[config.mk]
export PLATFORM = sky130hd
export DESIGN_NAME = urd_dev_flat
export DESIGN_NICKNAME = d
export VERILOG_FILES = /design/src/rtl/urd_pkg.sv /design/src/rtl/urd_if.sv /design/src/rtl/urd_dev.sv /design/src/flat_wrapper.sv
export SDC_FILE = /design/constraint.sdc
export NUM_CORES = 1
export LEC_CHECK = 0
export BUFFER_PORTS_ARGS = -buffer_cell sky130_fd_sc_hd__buf_2
export CORE_ASPECT_RATIO = 2
export CORE_MARGIN = 5
export CORE_UTILIZATION = 30
export DETAILED_ROUTE_END_ITERATION = 12
export GPL_TIMING_DRIVEN = 1
export PLACE_DENSITY = 0.54
export RECOVER_POWER = 50
export SLEW_MARGIN = 5
export SYNTH_ARGS = -nofsm -noshare
export SYNTH_HDL_FRONTEND = slang
export SYNTH_SLANG_ARGS = --single-unit
[constraint.sdc]
create_clock -name SYS_CLK -period 5.5 [get_ports SYS_CLK]
set_input_delay 0 -clock SYS_CLK [delete_from_list [all_inputs] [get_ports SYS_CLK]]
set_output_delay 0 -clock SYS_CLK [all_outputs]
set_load 0.005 [all_outputs]
[src/rtl/urd_pkg.sv]
// Purpose: Shared constants and types for the receive DMA completion block
// Assumes: One clock, SYS_CLK at 100 MHz
// Notes:   Endpoint count and widths are fixed
package urd_pkg;
  // ==========================================================
  // Sizes
  localparam int          URD_NUM_EP     = 4;
  localparam int          URD_EP_W       = 2;
  localparam int          URD_LEN_W      = 16;
  localparam int          URD_DATA_W     = 8;
  localparam int          URD_MAX_PKT    = 64;
  // ==========================================================
  // Reset values
  localparam logic [15:0] URD_LEN_RST    = 16'h0000;
  localparam logic [3:0]  URD_EP_RST     = 4'h0;
  // ==========================================================
  // Teardown wait
  localparam int          URD_CLK_MHZ    = 100;
  localparam int          URD_TD_WAIT_MS = 250;
  localparam int          URD_TD_WAIT_CYC = URD_TD_WAIT_MS * 1000
                                            * URD_CLK_MHZ;
  // ==========================================================
  // Engine states
  typedef enum logic [1:0] {
    URD_IDLE,
    URD_DATA,
    URD_DESC
  } urd_state_t;
  // Host states
  typedef enum logic [2:0] {
    URH_IDLE,
    URH_ARM,
    URH_RUN,
    URH_TD_DIS,
    URH_TD_WAIT,
    URH_TD_GO
  } urh_state_t;
endpackage

[src/rtl/urd_if.sv]
// Purpose: Link between the receive DMA engine and its software side
// Assumes: All signals synchronous to SYS_CLK
// Notes:   Per-endpoint vectors, bit index is the endpoint
`timescale 1ns/1ps
interface urd_if;
  import urd_pkg::*;
  logic [URD_NUM_EP-1:0] dma_en;
  logic [URD_NUM_EP-1:0] arm;
  logic [URD_LEN_W-1:0]  xfer_size;
  logic [URD_EP_W-1:0]   arm_ep;
  logic                  teardown;
  logic [URD_EP_W-1:0]   td_ep;
  logic                  phy_reset;
  logic [URD_NUM_EP-1:0] active;
  logic                  done;
  logic [URD_EP_W-1:0]   done_ep;
  logic [URD_LEN_W-1:0]  done_len;
  logic                  hung;
  logic                  link_ok;
  modport dev  (input  dma_en, arm, xfer_size, arm_ep, teardown, td_ep,
                       phy_reset,
                output active, done, done_ep, done_len, hung, link_ok);
  modport host (output dma_en, arm, xfer_size, arm_ep, teardown, td_ep,
                       phy_reset,
                input  active, done, done_ep, done_len, hung, link_ok);
endinterface

[src/rtl/urd_dev.sv]
// Purpose: Receive DMA engine end, completion and teardown behaviour
// Assumes: Packets arrive per endpoint on a byte stream
// Notes:   Models the affected revision, faults included
// Function
// - Short packet closes the serviced endpoint transfer
// - Short status reaches every active endpoint
// - Descriptor completes early from propagated status
// - Software records programmed size per endpoint
// - Software compares sizes, rearms remainder on mismatch
// - Teardown while active, repeatedly, hangs engine
// - Software clears enable before teardown
// - Software waits 250 ms during teardown
// - PLL loss breaks traffic until PHY reset
// - Data written before descriptor length, actual count
`timescale 1ns/1ps
module urd_dev
  import urd_pkg::*;
(
  input  wire logic                  SYS_CLK,
  input  wire logic                  RSTN,
  urd_if.dev                         LNK,
  input  wire logic                  RX_VALID,
  input  wire logic [URD_EP_W-1:0]   RX_EP,
  input  wire logic [URD_DATA_W-1:0] RX_DATA,
  input  wire logic                  RX_LAST,
  input  wire logic                  PLL_LOCK,
  output logic                       BUF_WE,
  output logic [URD_LEN_W-1:0]       BUF_ADDR,
  output logic [URD_DATA_W-1:0]      BUF_DATA,
  output logic                       DESC_WE,
  output logic [URD_EP_W-1:0]        DESC_EP,
  output logic [URD_LEN_W-1:0]       DESC_LEN
);
  // ==========================================================
  // Per-endpoint state
  logic [URD_NUM_EP-1:0] active;
  logic [URD_NUM_EP-1:0] close_pend;
  logic [URD_LEN_W-1:0]  size  [URD_NUM_EP];
  logic [URD_LEN_W-1:0]  count [URD_NUM_EP];
  logic [6:0]            pkt_len;
  logic                  hung;
  logic                  broken;
  logic                  td_strike;
  urd_state_t            state;
  logic [URD_EP_W-1:0]   cl_ep;
  logic                  done;
  logic [URD_EP_W-1:0]   done_ep;
  logic [URD_LEN_W-1:0]  done_len;

  // ==========================================================
  // Decode
  wire                  take     = RX_VALID && !hung && !broken
                                   && active[RX_EP];
  wire [URD_LEN_W-1:0]  next_cnt = count[RX_EP] + 16'h0001;
  wire                  pkt_end  = take && RX_LAST;
  wire                  short    = pkt_end
                                   && (pkt_len < 7'(URD_MAX_PKT - 1));
  wire                  full     = take && (next_cnt == size[RX_EP]);
  // Teardown on a live endpoint is the hazard; a second one hangs
  wire                  td_live  = LNK.teardown && active[LNK.td_ep]
                                   && LNK.dma_en[LNK.td_ep];
  wire [URD_NUM_EP-1:0] pend_any = close_pend;
  wire [URD_EP_W-1:0]   pick;
  assign pick = pend_any[0] ? 2'h0 : pend_any[1] ? 2'h1 :
                pend_any[2] ? 2'h2 : 2'h3;

  // ==========================================================
  // Link and fault state
  always_ff @(posedge SYS_CLK or negedge RSTN) begin
    if (!RSTN) begin
      broken    <= 1'b0;
      hung      <= 1'b0;
      td_strike <= 1'b0;
    end else begin
      if (LNK.phy_reset) begin
        broken <= 1'b0;
      end else if (!PLL_LOCK) begin
        broken <= 1'b1;
      end
      if (td_live) begin
        td_strike <= 1'b1;
        if (td_strike) begin
          hung <= 1'b1;
        end
      end else if (LNK.teardown) begin
        td_strike <= 1'b0;
      end
    end
  end

  // ==========================================================
  // Endpoint arming, counting and closing
  always_ff @(posedge SYS_CLK or negedge RSTN) begin
    if (!RSTN) begin
      active     <= URD_EP_RST;
      close_pend <= URD_EP_RST;
      pkt_len    <= 7'h00;
      for (int i = 0; i < URD_NUM_EP; i++) begin
        size[i]  <= URD_LEN_RST;
        count[i] <= URD_LEN_RST;
      end
    end else begin
      if (LNK.arm[LNK.arm_ep] && LNK.dma_en[LNK.arm_ep] && !hung
          && !active[LNK.arm_ep]) begin
        active[LNK.arm_ep] <= 1'b1;
        size[LNK.arm_ep]   <= LNK.xfer_size;
        count[LNK.arm_ep]  <= URD_LEN_RST;
      end
      if (take) begin
        count[RX_EP] <= next_cnt;
        pkt_len      <= RX_LAST ? 7'h00 : pkt_len + 7'h01;
      end
      if (short) begin
        close_pend <= close_pend | active;
      end else if (full) begin
        close_pend[RX_EP] <= 1'b1;
      end
      if (LNK.teardown && !hung) begin
        active[LNK.td_ep] <= 1'b0;
      end
      if (state == URD_DESC) begin
        active[cl_ep]     <= 1'b0;
        close_pend[cl_ep] <= 1'b0;
      end
    end
  end

  // ==========================================================
  // Completion writer: data first, descriptor length last
  always_ff @(posedge SYS_CLK or negedge RSTN) begin
    if (!RSTN) begin
      state    <= URD_IDLE;
      cl_ep    <= 2'h0;
      BUF_WE   <= 1'b0;
      BUF_ADDR <= URD_LEN_RST;
      BUF_DATA <= 8'h00;
      DESC_WE  <= 1'b0;
      DESC_EP  <= 2'h0;
      DESC_LEN <= URD_LEN_RST;
      done     <= 1'b0;
      done_ep  <= 2'h0;
      done_len <= URD_LEN_RST;
    end else begin
      BUF_WE   <= take;
      BUF_ADDR <= count[RX_EP];
      BUF_DATA <= RX_DATA;
      DESC_WE  <= 1'b0;
      done     <= 1'b0;
      unique case (state)
        URD_IDLE: begin
          if (|close_pend && !take) begin
            cl_ep <= pick;
            state <= URD_DATA;
          end
        end
        URD_DATA: begin
          // One spare cycle lets the last buffer write land first
          state <= URD_DESC;
        end
        URD_DESC: begin
          DESC_WE  <= 1'b1;
          DESC_EP  <= cl_ep;
          DESC_LEN <= count[cl_ep];
          done     <= 1'b1;
          done_ep  <= cl_ep;
          done_len <= count[cl_ep];
          state    <= URD_IDLE;
        end
      endcase
    end
  end

  assign LNK.active   = active;
  assign LNK.done     = done;
  assign LNK.done_ep  = done_ep;
  assign LNK.done_len = done_len;
  assign LNK.hung     = hung;
  assign LNK.link_ok  = !broken;
endmodule

[src/flat_wrapper.sv]
// flat-port wrapper written by rule: the top's interface ports become plain ports
module urd_dev_flat import urd_pkg::*;
  (SYS_CLK, RSTN, RX_VALID, RX_EP, RX_DATA, RX_LAST, PLL_LOCK, BUF_WE, BUF_ADDR, BUF_DATA, DESC_WE, DESC_EP, DESC_LEN, LNK_dma_en, LNK_arm, LNK_xfer_size, LNK_arm_ep, LNK_teardown, LNK_td_ep, LNK_phy_reset, LNK_active, LNK_done, LNK_done_ep, LNK_done_len, LNK_hung, LNK_link_ok);
  urd_if LNK_i ();
  input  wire logic SYS_CLK;
  input  wire logic RSTN;
  input  wire logic RX_VALID;
  input  wire logic [URD_EP_W-1:0] RX_EP;
  input  wire logic [URD_DATA_W-1:0] RX_DATA;
  input  wire logic RX_LAST;
  input  wire logic PLL_LOCK;
  output logic BUF_WE;
  output logic [URD_LEN_W-1:0] BUF_ADDR;
  output logic [URD_DATA_W-1:0] BUF_DATA;
  output logic DESC_WE;
  output logic [URD_EP_W-1:0] DESC_EP;
  output logic [URD_LEN_W-1:0] DESC_LEN;
  input wire logic [$bits(LNK_i.dma_en)-1:0] LNK_dma_en;
  input wire logic [$bits(LNK_i.arm)-1:0] LNK_arm;
  input wire logic [$bits(LNK_i.xfer_size)-1:0] LNK_xfer_size;
  input wire logic [$bits(LNK_i.arm_ep)-1:0] LNK_arm_ep;
  input wire logic [$bits(LNK_i.teardown)-1:0] LNK_teardown;
  input wire logic [$bits(LNK_i.td_ep)-1:0] LNK_td_ep;
  input wire logic [$bits(LNK_i.phy_reset)-1:0] LNK_phy_reset;
  output wire logic [$bits(LNK_i.active)-1:0] LNK_active;
  output wire logic [$bits(LNK_i.done)-1:0] LNK_done;
  output wire logic [$bits(LNK_i.done_ep)-1:0] LNK_done_ep;
  output wire logic [$bits(LNK_i.done_len)-1:0] LNK_done_len;
  output wire logic [$bits(LNK_i.hung)-1:0] LNK_hung;
  output wire logic [$bits(LNK_i.link_ok)-1:0] LNK_link_ok;
  assign LNK_i.dma_en = LNK_dma_en;
  assign LNK_i.arm = LNK_arm;
  assign LNK_i.xfer_size = LNK_xfer_size;
  assign LNK_i.arm_ep = LNK_arm_ep;
  assign LNK_i.teardown = LNK_teardown;
  assign LNK_i.td_ep = LNK_td_ep;
  assign LNK_i.phy_reset = LNK_phy_reset;
  assign LNK_active = LNK_i.active;
  assign LNK_done = LNK_i.done;
  assign LNK_done_ep = LNK_i.done_ep;
  assign LNK_done_len = LNK_i.done_len;
  assign LNK_hung = LNK_i.hung;
  assign LNK_link_ok = LNK_i.link_ok;
  urd_dev u_core (.SYS_CLK(SYS_CLK), .RSTN(RSTN), .LNK(LNK_i), .RX_VALID(RX_VALID), .RX_EP(RX_EP), .RX_DATA(RX_DATA), .RX_LAST(RX_LAST), .PLL_LOCK(PLL_LOCK), .BUF_WE(BUF_WE), .BUF_ADDR(BUF_ADDR), .BUF_DATA(BUF_DATA), .DESC_WE(DESC_WE), .DESC_EP(DESC_EP), .DESC_LEN(DESC_LEN));
endmodule
==> flow_summary.ini, run 1 <==
[critical_path]
cp.arrival_ps = 4140
rr_worst_depth = 10
setup.worst_path.start_class = primary input
crit_type = in2reg
r2r_slack_ps = 2420
r2r-end = u_core.close_pend[2]
cp_max_fo = 22
worstPathRequired_ps = 5870
r2r_start = u_core.count[0]
critPathCaptureType = flop

[routing]
vias_per_cell = 5.00
num_vias = 6398
wl_per_cell_um = 19.4
wl_mm = 24.8
ant_nets = 0
drtIter0Drc = 378
drt-pass1-iter-count = 6
drc = 0

[sta]
slew_headroom = -0.208
skew_ps = 9.69
fmax_mhz = 265
period_share = 0.685
worst_slew_pin_slew_ps = 1810
drv_slew = 23
min_period_ps = 3770
hold_viol = 0
finalSetupViolCount = 0
tns_ps = 0
rsz0062_at_grt = false

[pwr]
power_leakage_uw = 0.00476
powerDensity_nw_per_um2 = 370
ir_drop_uv = 250

[run_status]
outcome = finished with violations
violations = capacitance limit, slew limit

[clock_tree]
cts_resized = 0
clkLatencyLatePin_ps = 450
cts_buffer_depth = 2
root_buffer = clkbuf_16
clk_pin_slew_ps = 70
cts_setup_buffers = 0
cts_tree = built
cts-buffers-inserted = 17
htree_num_levels = 4
cts.sink_count = 194

[synthesis]
postSynth.asyncResetShare = 1.00
synth-seq-cells = 194
synthCells = 735
ys.flop_type = dfrtp_1
synth_warnings = 0
ys_types = 56
syn_area_per_cell_um2 = 12.8
syn_area_um2 = 9410
synth_nets = 785
synth-edff-count = 0
synth_seq_area_share = 0.516

[global_route]
grt_pass1_wl_mm = 39.1
grt_start_max_net_pins = 72
grt_use_total = 0.145
grt_pass1_vias = 6685
overflow = 0
antenna_found_initial = 0

[die]
die-area_um2 = 35200
start_util = 0.304
fp.dieW_um = 135
ios = 114
fp.dieH_um = 260
std_cell_rows = 91
fp.coreArea_um2 = 31000

[cells_and_area]
seq_area_um2 = 4860
multiInputGateArea_um2 = 4140
fin_cells = 1279
area_growth_pct = 18.0
fin_nets = 898
num_antenna_cells = 0
fill_cells = 3111
final_layout_size_suffix_gt1_frac = 0.325

[min_path]
min-delay-start = LNK_dma_en[1]
whs_path_depth = 5
min_to = u_core.LNK.hung
hold_class = in2reg

[place]
place.gp.congestion = 0.895
io_buffers = 113
dp_cells = 1216
dp_hpwl_mm = 17.0

[flow_run]
maxCapViolations = 1
==> worst max-delay path, cell delays in order <==
cell,delay (ps)
clkbuf_1,1280
mux4_2,610
ha_1,250
nand2_1,100
o22ai_4,400
nand3_2,140
a2111oi_0,520
o21ai_1,180
nor4_2,270
nand4_2,210
o21ai_1,170
==> registers in the layout, summed over array words and instances, names as in the netlist, 4 cells and up <==
signal	cells
u_core.BUF_ADDR	16
u_core.close_pend	4
u_core.size	64
u_core.DESC_LEN	16
u_core.count	64
u_core.BUF_DATA	8
u_core.pkt_len	7
u_core.LNK.active	4
==> metrics by stage <==
| stage | worst slack, ps | util | instance area, um^2 | total power, uW | hold slack (ps) |
|---|---|---|---|---|---|
| finish | 1730 | 0.358 | 11100 | 4110 | 21.1 |
| global route | 1090 | 0.358 | 11100 | 4320 | 74.9 |
| CTS | 2450 | 0.360 | 11100 | 4170 | 5.67 |
| detailed placement | 2060 | 0.331 | 10300 | 2910 | 51.3 |
| global placement | 2030 | 0.331 | 10300 | 2880 | 51.6 |
| floorplan | 2870 | - | 9410 | 2580 | -296 |
==> per-layer routing <==
layer / routed length [um] / part of all wire / global-route usage / vias up
met2: 14200 / 0.57 / 0.274 / 110
met1: 9200 / 0.37 / 0.158 / 3322
li1: - / - / - / 2927
met5: 0 / 0 / 0 / -
met4: 726 / 0.029 / 0.0622 / 0
met3: 613 / 0.025 / 0.0233 / 39
==> final cells by class <==
cell class | count | share of cell area
Inverter | 16 | 0.00541
Sequential cell | 194 | 0.437
Multi-Input combinational cell | 461 | 0.373
Timing Repair Buffer | 158 | 0.0849
Clock inverter | 13 | 0.0113
Clock buffer | 19 | 0.0408
Tap cell | 418 | 0.0471
==> logic make-up (layout without fill, tap and decap cells) <==
logic type,Yosys count,count (layout),synth area share
muxes,136,136,0.221
xor gates and xnor gates,27,27,0.0283
AOI/OAI and AO/OA,120,120,0.0757
adders and majority gates,5,5,0.00665
DFF,194,194,0.516
and+or+nand+nor,173,173,0.109
buffers and inverters,80,206,0.0440
==> cells in the mapped netlist (4+ instances only) <==
library cell	instances	area share
dfrtp_1	194	0.52
mux2_2	83	0.099
o21ai_0	81	0.043
nand3_1	75	0.040
mux4_2	49	0.12
clkbuf_1	30	0.012
nand2_1	25	0.010
buf_4	23	0.018
inv_1	16	0.0064
xor2_1	15	0.014
a21oi_1	13	0.0069
nor2b_1	10	0.0066
nand4_1	9	0.0060
nor3_1	8	0.0043
xnor2_1	8	0.0074
nor2_1	6	0.0024
ha_1	5	0.0066
nor3b_1	5	0.0040
o21ai_1	5	0.0027
a21o_1	4	0.0032
buf_1	4	0.0016
buf_2	4	0.0021
mux2i_1	4	0.0043
==> what timing repair did <==
action                     CTS  global route
hold buffers                31             0
hold endpoints to repair   155             0
setup endpoints to repair    0             0
==> how the worst max path moves through the flow <==
stage	from	endpoint	cells after the start
floorplan	u_core.count[0]	u_core.close_pend[0]	10
global placement	RX_EP[0]	u_core.close_pend[1]	10
detailed placement	RX_EP[0]	u_core.close_pend[2]	9
CTS	u_core.count[0]	u_core.close_pend[2]	10
global route	RX_EP[0]	u_core.close_pend[0]	11
finish	RX_EP[0]	u_core.close_pend[2]	11
==> power breakdown <==
group	switching [uW]	internal, uW
Sequential	237	1720
Clock	578	657
Combinational	416	503
==> cell usage in the layout, fill, tap and decap left out, types with 4 or more instances in the layout <==
cell type and n:
nor2b_1 10, clkinvlp_4 4, inv_6 5, o21ai_0 81
buf_2 74, o21ai_1 5, inv_1 16, nor2_1 6
ha_1 5, xnor2_1 8, clkbuf_16 17, dfrtp_1 193
mux4_2 49, xor2_1 15, buf_4 14, clkbuf_1 38
nor3_1 8, nand4_1 9, mux2_2 83, a21oi_1 13
nand3_1 75, mux2i_1 4, nor3b_1 5, dlygate4sd3_1 31
a21o_1 4, nand2_1 25
No activity file was read; power rests on OpenSTA's default activity.
==> run 2, diff against run 1 <==
ABC_AREA = 1   (was default)
clock period = 3.6 ns   (was 5.5 ns; I/O delays follow)
==> flow_summary.ini, run 2 <==
[global_route]
grt_use_total = 0.172
grt_start_max_net_pins = 91
grt_pass1_wl_mm = 48.2
antenna_found_initial = 0
grt_pass1_vias = 8557
overflow = 0

[synthesis]
synth_compound_area_frac = 0.127
syn_area_um2 = 9690
synthCells = 1198
synthXorXnorAreaFrac = 0
ys_types = 39
postSynth.asyncResetShare = 1.00
synth-seq-cells = 194
synth_seq_area_share = 0.501
synth_common_cells = nand2_1, dfrtp_1, o21ai_0
synthMuxAreaShare = 0
yosysMostFrequentCell = nand2_1
synth_warnings = 0
syn_area_per_cell_um2 = 8.08
ys.flop_type = dfrtp_1
yosysTopAreaCellShare = 0.501
synthAdderAreaFrac = 0.00646
synth_area_leader_cell = dfrtp_1
synth_top_family_by_area = simple AND/OR/NAND/NOR gates
yosys.area_share.simple = 0.288
synth-edff-count = 0
synth_nets = 1248
synth_area_leaders = dfrtp_1, nand2_1, o21ai_0

[cells_and_area]
num_antenna_cells = 0
final_cell_mix = nand2_1, dfrtp_1, o21ai_0
area_growth_pct = 18.1
top_regs = u_core.count (64), u_core.size (64)
final_common_cell = nand2_1
fin_nets = 1366
fin_cells = 1756
final_layout_size_suffix_gt1_frac = 0.144

[sta]
worst_slew_pin_slew_ps = 2330
fmax_mhz = 360
rsz0062_at_grt = false
finalSetupViolCount = 0
drv_slew = 90
tns_ps = 0
min_period_ps = 2780
skew_ps = 16.2
slew_headroom = -0.552
period_share = 0.772
hold_viol = 0

[die]
std_cell_rows = 93
ios = 114
start_util = 0.302
die-area_um2 = 36200
fp.dieW_um = 137
fp.dieH_um = 264
fp.coreArea_um2 = 32100

[routing]
drtIter0Drc = 650
drt-pass1-iter-count = 5
ant_nets = 0
wl_mm = 30.3
drc = 0
wl_per_cell_um = 17.3
vias_per_cell = 4.83
num_vias = 8488

[flow_run]
maxCapViolations = 1

[critical_path]
r2r_start = u_core.count[0]
worstPathRequired_ps = 3980
setup.worst_path.start_class = flop
critPathCaptureType = flop
crit_type = reg2reg
crit_path_max_incr_delay_ps = 390
path_common_cell = nand2_1
cp_slowest_cell = dfrtp_1
cp.arrival_ps = 3160
cp_max_fo = 11
worstPathCellList = nand2_1 -> nand2_1 -> nand2_1 -> nand2_1 -> ha_1 -> nand2_1 -> nor2_2 -> nand2_1 -> nand2_1 -> nand2_2 -> nand2_1 -> nand2_1 -> inv_1 -> nand2_1 -> nor2_2 -> nand3_2 -> nor2_4 -> nand2_1 -> a21oi_2
worstSetupStartpoint = u_core.count[0]

[clock_tree]
cts_tree = built
clkLatencyLatePin_ps = 460
cts_buffer_depth = 2
root_buffer = clkbuf_16
cts.sink_count = 194
htree_num_levels = 4
clk_pin_slew_ps = 80
cts-buffers-inserted = 17

[place]
dp_hpwl_mm = 21.5
io_buffers = 113
dp_cells = 1687
place.gp.congestion = 0.896

[pwr]
seq_power_share = 0.501
power_leakage_uw = 0.00551
ir_drop_uv = 326
swShare = 0.244
p_sw_uw = 1070
pwr-share-clk = 0.449
p_comb_frac = 0.049
p_int_uw = 3310
powerDensity_nw_per_um2 = 383

[min_path]
hold_class = in2reg
min-delay-start = LNK_dma_en[2]

[run_status]
violations = capacitance limit, slew limit
outcome = finished with violations
## run 2: area by class of cell
cell class	instances	area, um^2
multi-input combinational	843	4050
clock buffer	17	425
inverter	86	328
tap	427	534
sequential	194	4850
clock inverter	15	171
fill	3406	20700
timing repair buffer	174	1080
## run 2: per-layer routing
layer | vias to the layer above | global-route usage | wire [um] | part of all wire
met5 | - | 0 | 0 | 0
met2 | 212 | 0.315 | 16500 | 0.54
met1 | 4067 | 0.193 | 11600 | 0.38
met4 | 0 | 0.0826 | 1240 | 0.041
li1 | 4156 | - | - | -
met3 | 53 | 0.0206 | 1050 | 0.035
## run 2: timing repair
action                    in CTS  in global routing
hold endpoints to repair     168                  0
gates resized for setup        0                  0
setup buffers                  0                  0
hold buffers                  37                  0
## run 2: metrics by stage
step | worst slack, ps | hold slack [ps] | cell area, um^2 | power [uW] | util
after floorplan | 1570 | -296 | 9690 | 2320 | -
after global placement | 654 | 109 | 10600 | 2430 | 0.329
after detailed placement | 641 | 110 | 10600 | 2430 | 0.329
after CTS | 1050 | 5.65 | 11500 | 4430 | 0.359
after global routing | 426 | 55.0 | 11400 | 4540 | 0.356
final | 820 | 33.2 | 11400 | 4390 | 0.356
## run 2: path summary, 6_finish.rpt
path | to | slack (ps) | cells after the start
worst max-delay path | u_core.close_pend[3] | 820 | 19
min in group asynchronous | u_core.pkt_len[0] | 780 | 2
worst max register to register | u_core.close_pend[3] | 820 | 19
worst min-delay path | u_core.LNK.hung | 30 | 5
max in group asynchronous | u_core.count[31] | 940 | 3
worst min register to register | u_core.size[62] | 490 | 2
## run 2: kinds of logic (layout without fill, tap and decap cells)
logic type,Yosys count,in the layout
DFF,194,194
AOI/OAI and AO/OA,211,211
adders and majority gates,5,5
buffers and inverters,161,292
and+or+nand+nor,627,627
## run 2: power by group through the flow
stage               logic (uW)  registers, uW  clock network (uW)
floorplan                 78.9           2240                   0
global placement           190           2240                   0
detailed placement         192           2240                   0
CTS                        223           2200                2010
global route               243           2200                2090
finish                     216           2200                1970
## run 2: critical path, delay by kind of cell (launching register included)
kind	cells	cell delay, ps
flops	1	390
buf+inv	1	50
compound gates	1	120
fa+ha+maj	1	340
simple gates	16	1820
==> run 3, diff against run 2 <==
ABC_AREA = 0   (was 1)
PLACE_DENSITY = 0.55   (was 0.54)
clock period = 2.5 ns   (was 3.6 ns; I/O delays follow)
==> flow_summary.ini, run 3 (synthesized netlist as in run 1, its figures left out) <==
[flow_run]
maxCapViolations = 1

[sta]
worst_slack_ps = -57.3
fmax_mhz = 391
hold_viol = 0
rsz0062_at_grt = true
period_share = 1.02
drv_slew = 84
slew_headroom = -0.468
skew_ps = 8.20
worst_slew_pin_slew_ps = 2200
finalSetupViolCount = 4
min_period_ps = 2560

[pwr]
pwr-share-clk = 0.289
p_sw_uw = 2760
p_total_uw = 9420
seq_power_share = 0.445
p_comb_frac = 0.266
power_leakage_uw = 0.00531
swShare = 0.293
p_int_uw = 6660
ir_drop_uv = 512
powerDensity_nw_per_um2 = 789

[critical_path]
cp_top_family = simple AND/OR/NAND/NOR gates
crit_type = reg2reg
path_buf_inv = 0
r2r-end = u_core.close_pend[2]
crit_path_max_incr_delay_ps = 530
critPathCaptureType = flop
setup.worst_path.start_class = flop
cp_max_fo = 6
worstPathRequired_ps = 2870
cp.arrival_ps = 2930
cp_slowest_cell = mux4_2
rr_worst_depth = 10
crit_cells = 10
worstPathCellList = mux4_2 -> ha_4 -> nand2_4 -> o22ai_4 -> nand4_4 -> a21bo_2 -> o21ai_0 -> nor4_2 -> nand4_2 -> o21ai_1
r2r_slack_ps = -60
endpoint = u_core.close_pend[2]
worstSetupStartpoint = u_core.count[16]
r2r_start = u_core.count[16]

[routing]
drt-pass1-iter-count = 5
drc = 0
ant_nets = 0
vias_per_cell = 4.89
wl_mm = 25.8
drtIter0Drc = 386
wl_per_cell_um = 18.9
num_vias = 6685

[run_status]
outcome = finished with violations
violations = capacitance limit, slew limit, setup timing

[clock_tree]
cts_tree = built
clk_pin_slew_ps = 70
cts-buffers-inserted = 17
cts.sink_count = 194
clkLatencyLatePin_ps = 450
htree_num_levels = 4
root_buffer = clkbuf_16
cts_buffer_depth = 2

[min_path]
whs_path_depth = 5
hold_class = in2reg

[global_route]
grt_start_max_net_pins = 85
grt_pass1_vias = 7107
overflow = 0
grt_pass1_wl_mm = 41.1
antenna_found_initial = 0
grt_use_total = 0.152

[place]
place.gp.congestion = 0.899
dp_hpwl_mm = 18.5
io_buffers = 113

[cells_and_area]
final_util = 0.385
final_layout_size_suffix_gt1_frac = 0.407
fill_cells = 3076
fin_nets = 986
top_regs = u_core.count (64), u_core.size (64)
final_common_cell = dfrtp_1
area_growth_pct = 26.9
num_antenna_cells = 0
final_cell_mix = dfrtp_1, buf_4, buf_2

[die]
ios = 114
start_util = 0.304
fp.coreArea_um2 = 31000
die-area_um2 = 35200
std_cell_rows = 91
fp.dieH_um = 260
fp.dieW_um = 135
==> run 3: cell types whose count changed in the layout (fill, tap and decap cells not counted), sizes merged, moves of 29 or more <==
cell / change
buf: +86
mux4: +49
o21ai: -54
inv: -76
mux2: +83
nand3: -29
nand2: -389
nor2: -66
==> run 3: worst min-delay path: stages <==
cell and delay [ps]:
buf_2 110, nand2_1 50, o211ai_1 70, o21ai_0 110, o21bai_1 90
==> run 3: final cells by class <==
cell class	count	area [um^2]	area share
Clock buffer	20	447	0.0374
Clock inverter	12	134	0.0112
Inverter	16	60.1	0.00503
Multi-Input combinational cell	461	4240	0.355
Sequential cell	194	4850	0.407
Tap cell	418	523	0.0438
Timing Repair Buffer	246	1680	0.141
==> run 3: power groups by stage <==
stage | registers (uW) | clock network [uW] | logic [uW]
floorplan | 4100 | 0 | 1580
global placement | 4230 | 0 | 2420
detailed placement | 4250 | 0 | 2460
CTS | 4190 | 2810 | 2530
global route | 4260 | 2910 | 2740
finish | 4190 | 2720 | 2510
==> run 3: worst min path at each step <==
stage	startpoint	to	slack, ps
detailed placement	RSTN	u_core.BUF_DATA[4]	90
floorplan	RSTN	u_core.BUF_ADDR[0]	-300
finish	LNK_dma_en[1]	u_core.LNK.hung	20
CTS	LNK_dma_en[1]	u_core.LNK.hung	9
global placement	RSTN	u_core.BUF_DATA[3]	80
global route	LNK_dma_en[1]	u_core.LNK.hung	40
==> run 3: routing by layer <==
layer | vias to the layer above | share of wire | track usage
li1 | 3099 | - | -
met1 | 3400 | 0.36 | 0.159
met2 | 138 | 0.57 | 0.293
met3 | 48 | 0.033 | 0.0260
met4 | 0 | 0.036 | 0.0647
met5 | - | 0 | 0
==> run 3: timing repair <==
| action | CTS | global route |
|---|---|---|
| setup buffers | 2 | 1 |
| pin swaps | 12 | 4 |
| hold buffers | 31 | 0 |
| endpoints found under the setup margin | 4 | 4 |
| gates resized for setup | 13 | 4 |
| hold endpoints to repair | 166 | 0 |
==> run 3: metrics by stage <==
step	cells	instance area, um^2	setup WS, ps	hold WS (ps)	setup TNS (ps)
4_1_cts	1366	12000	-63.7	9.39	-241
2_1_floorplan	735	9440	-5.35	-296	-21.4
6_report	1367	11900	-57.3	23.1	-185
5_1_grt	1367	11900	-203	43.1	-6110
3_3_place_gp	1301	11000	-154	84.8	-603
3_5_place_dp	1301	11000	-232	87.5	-901
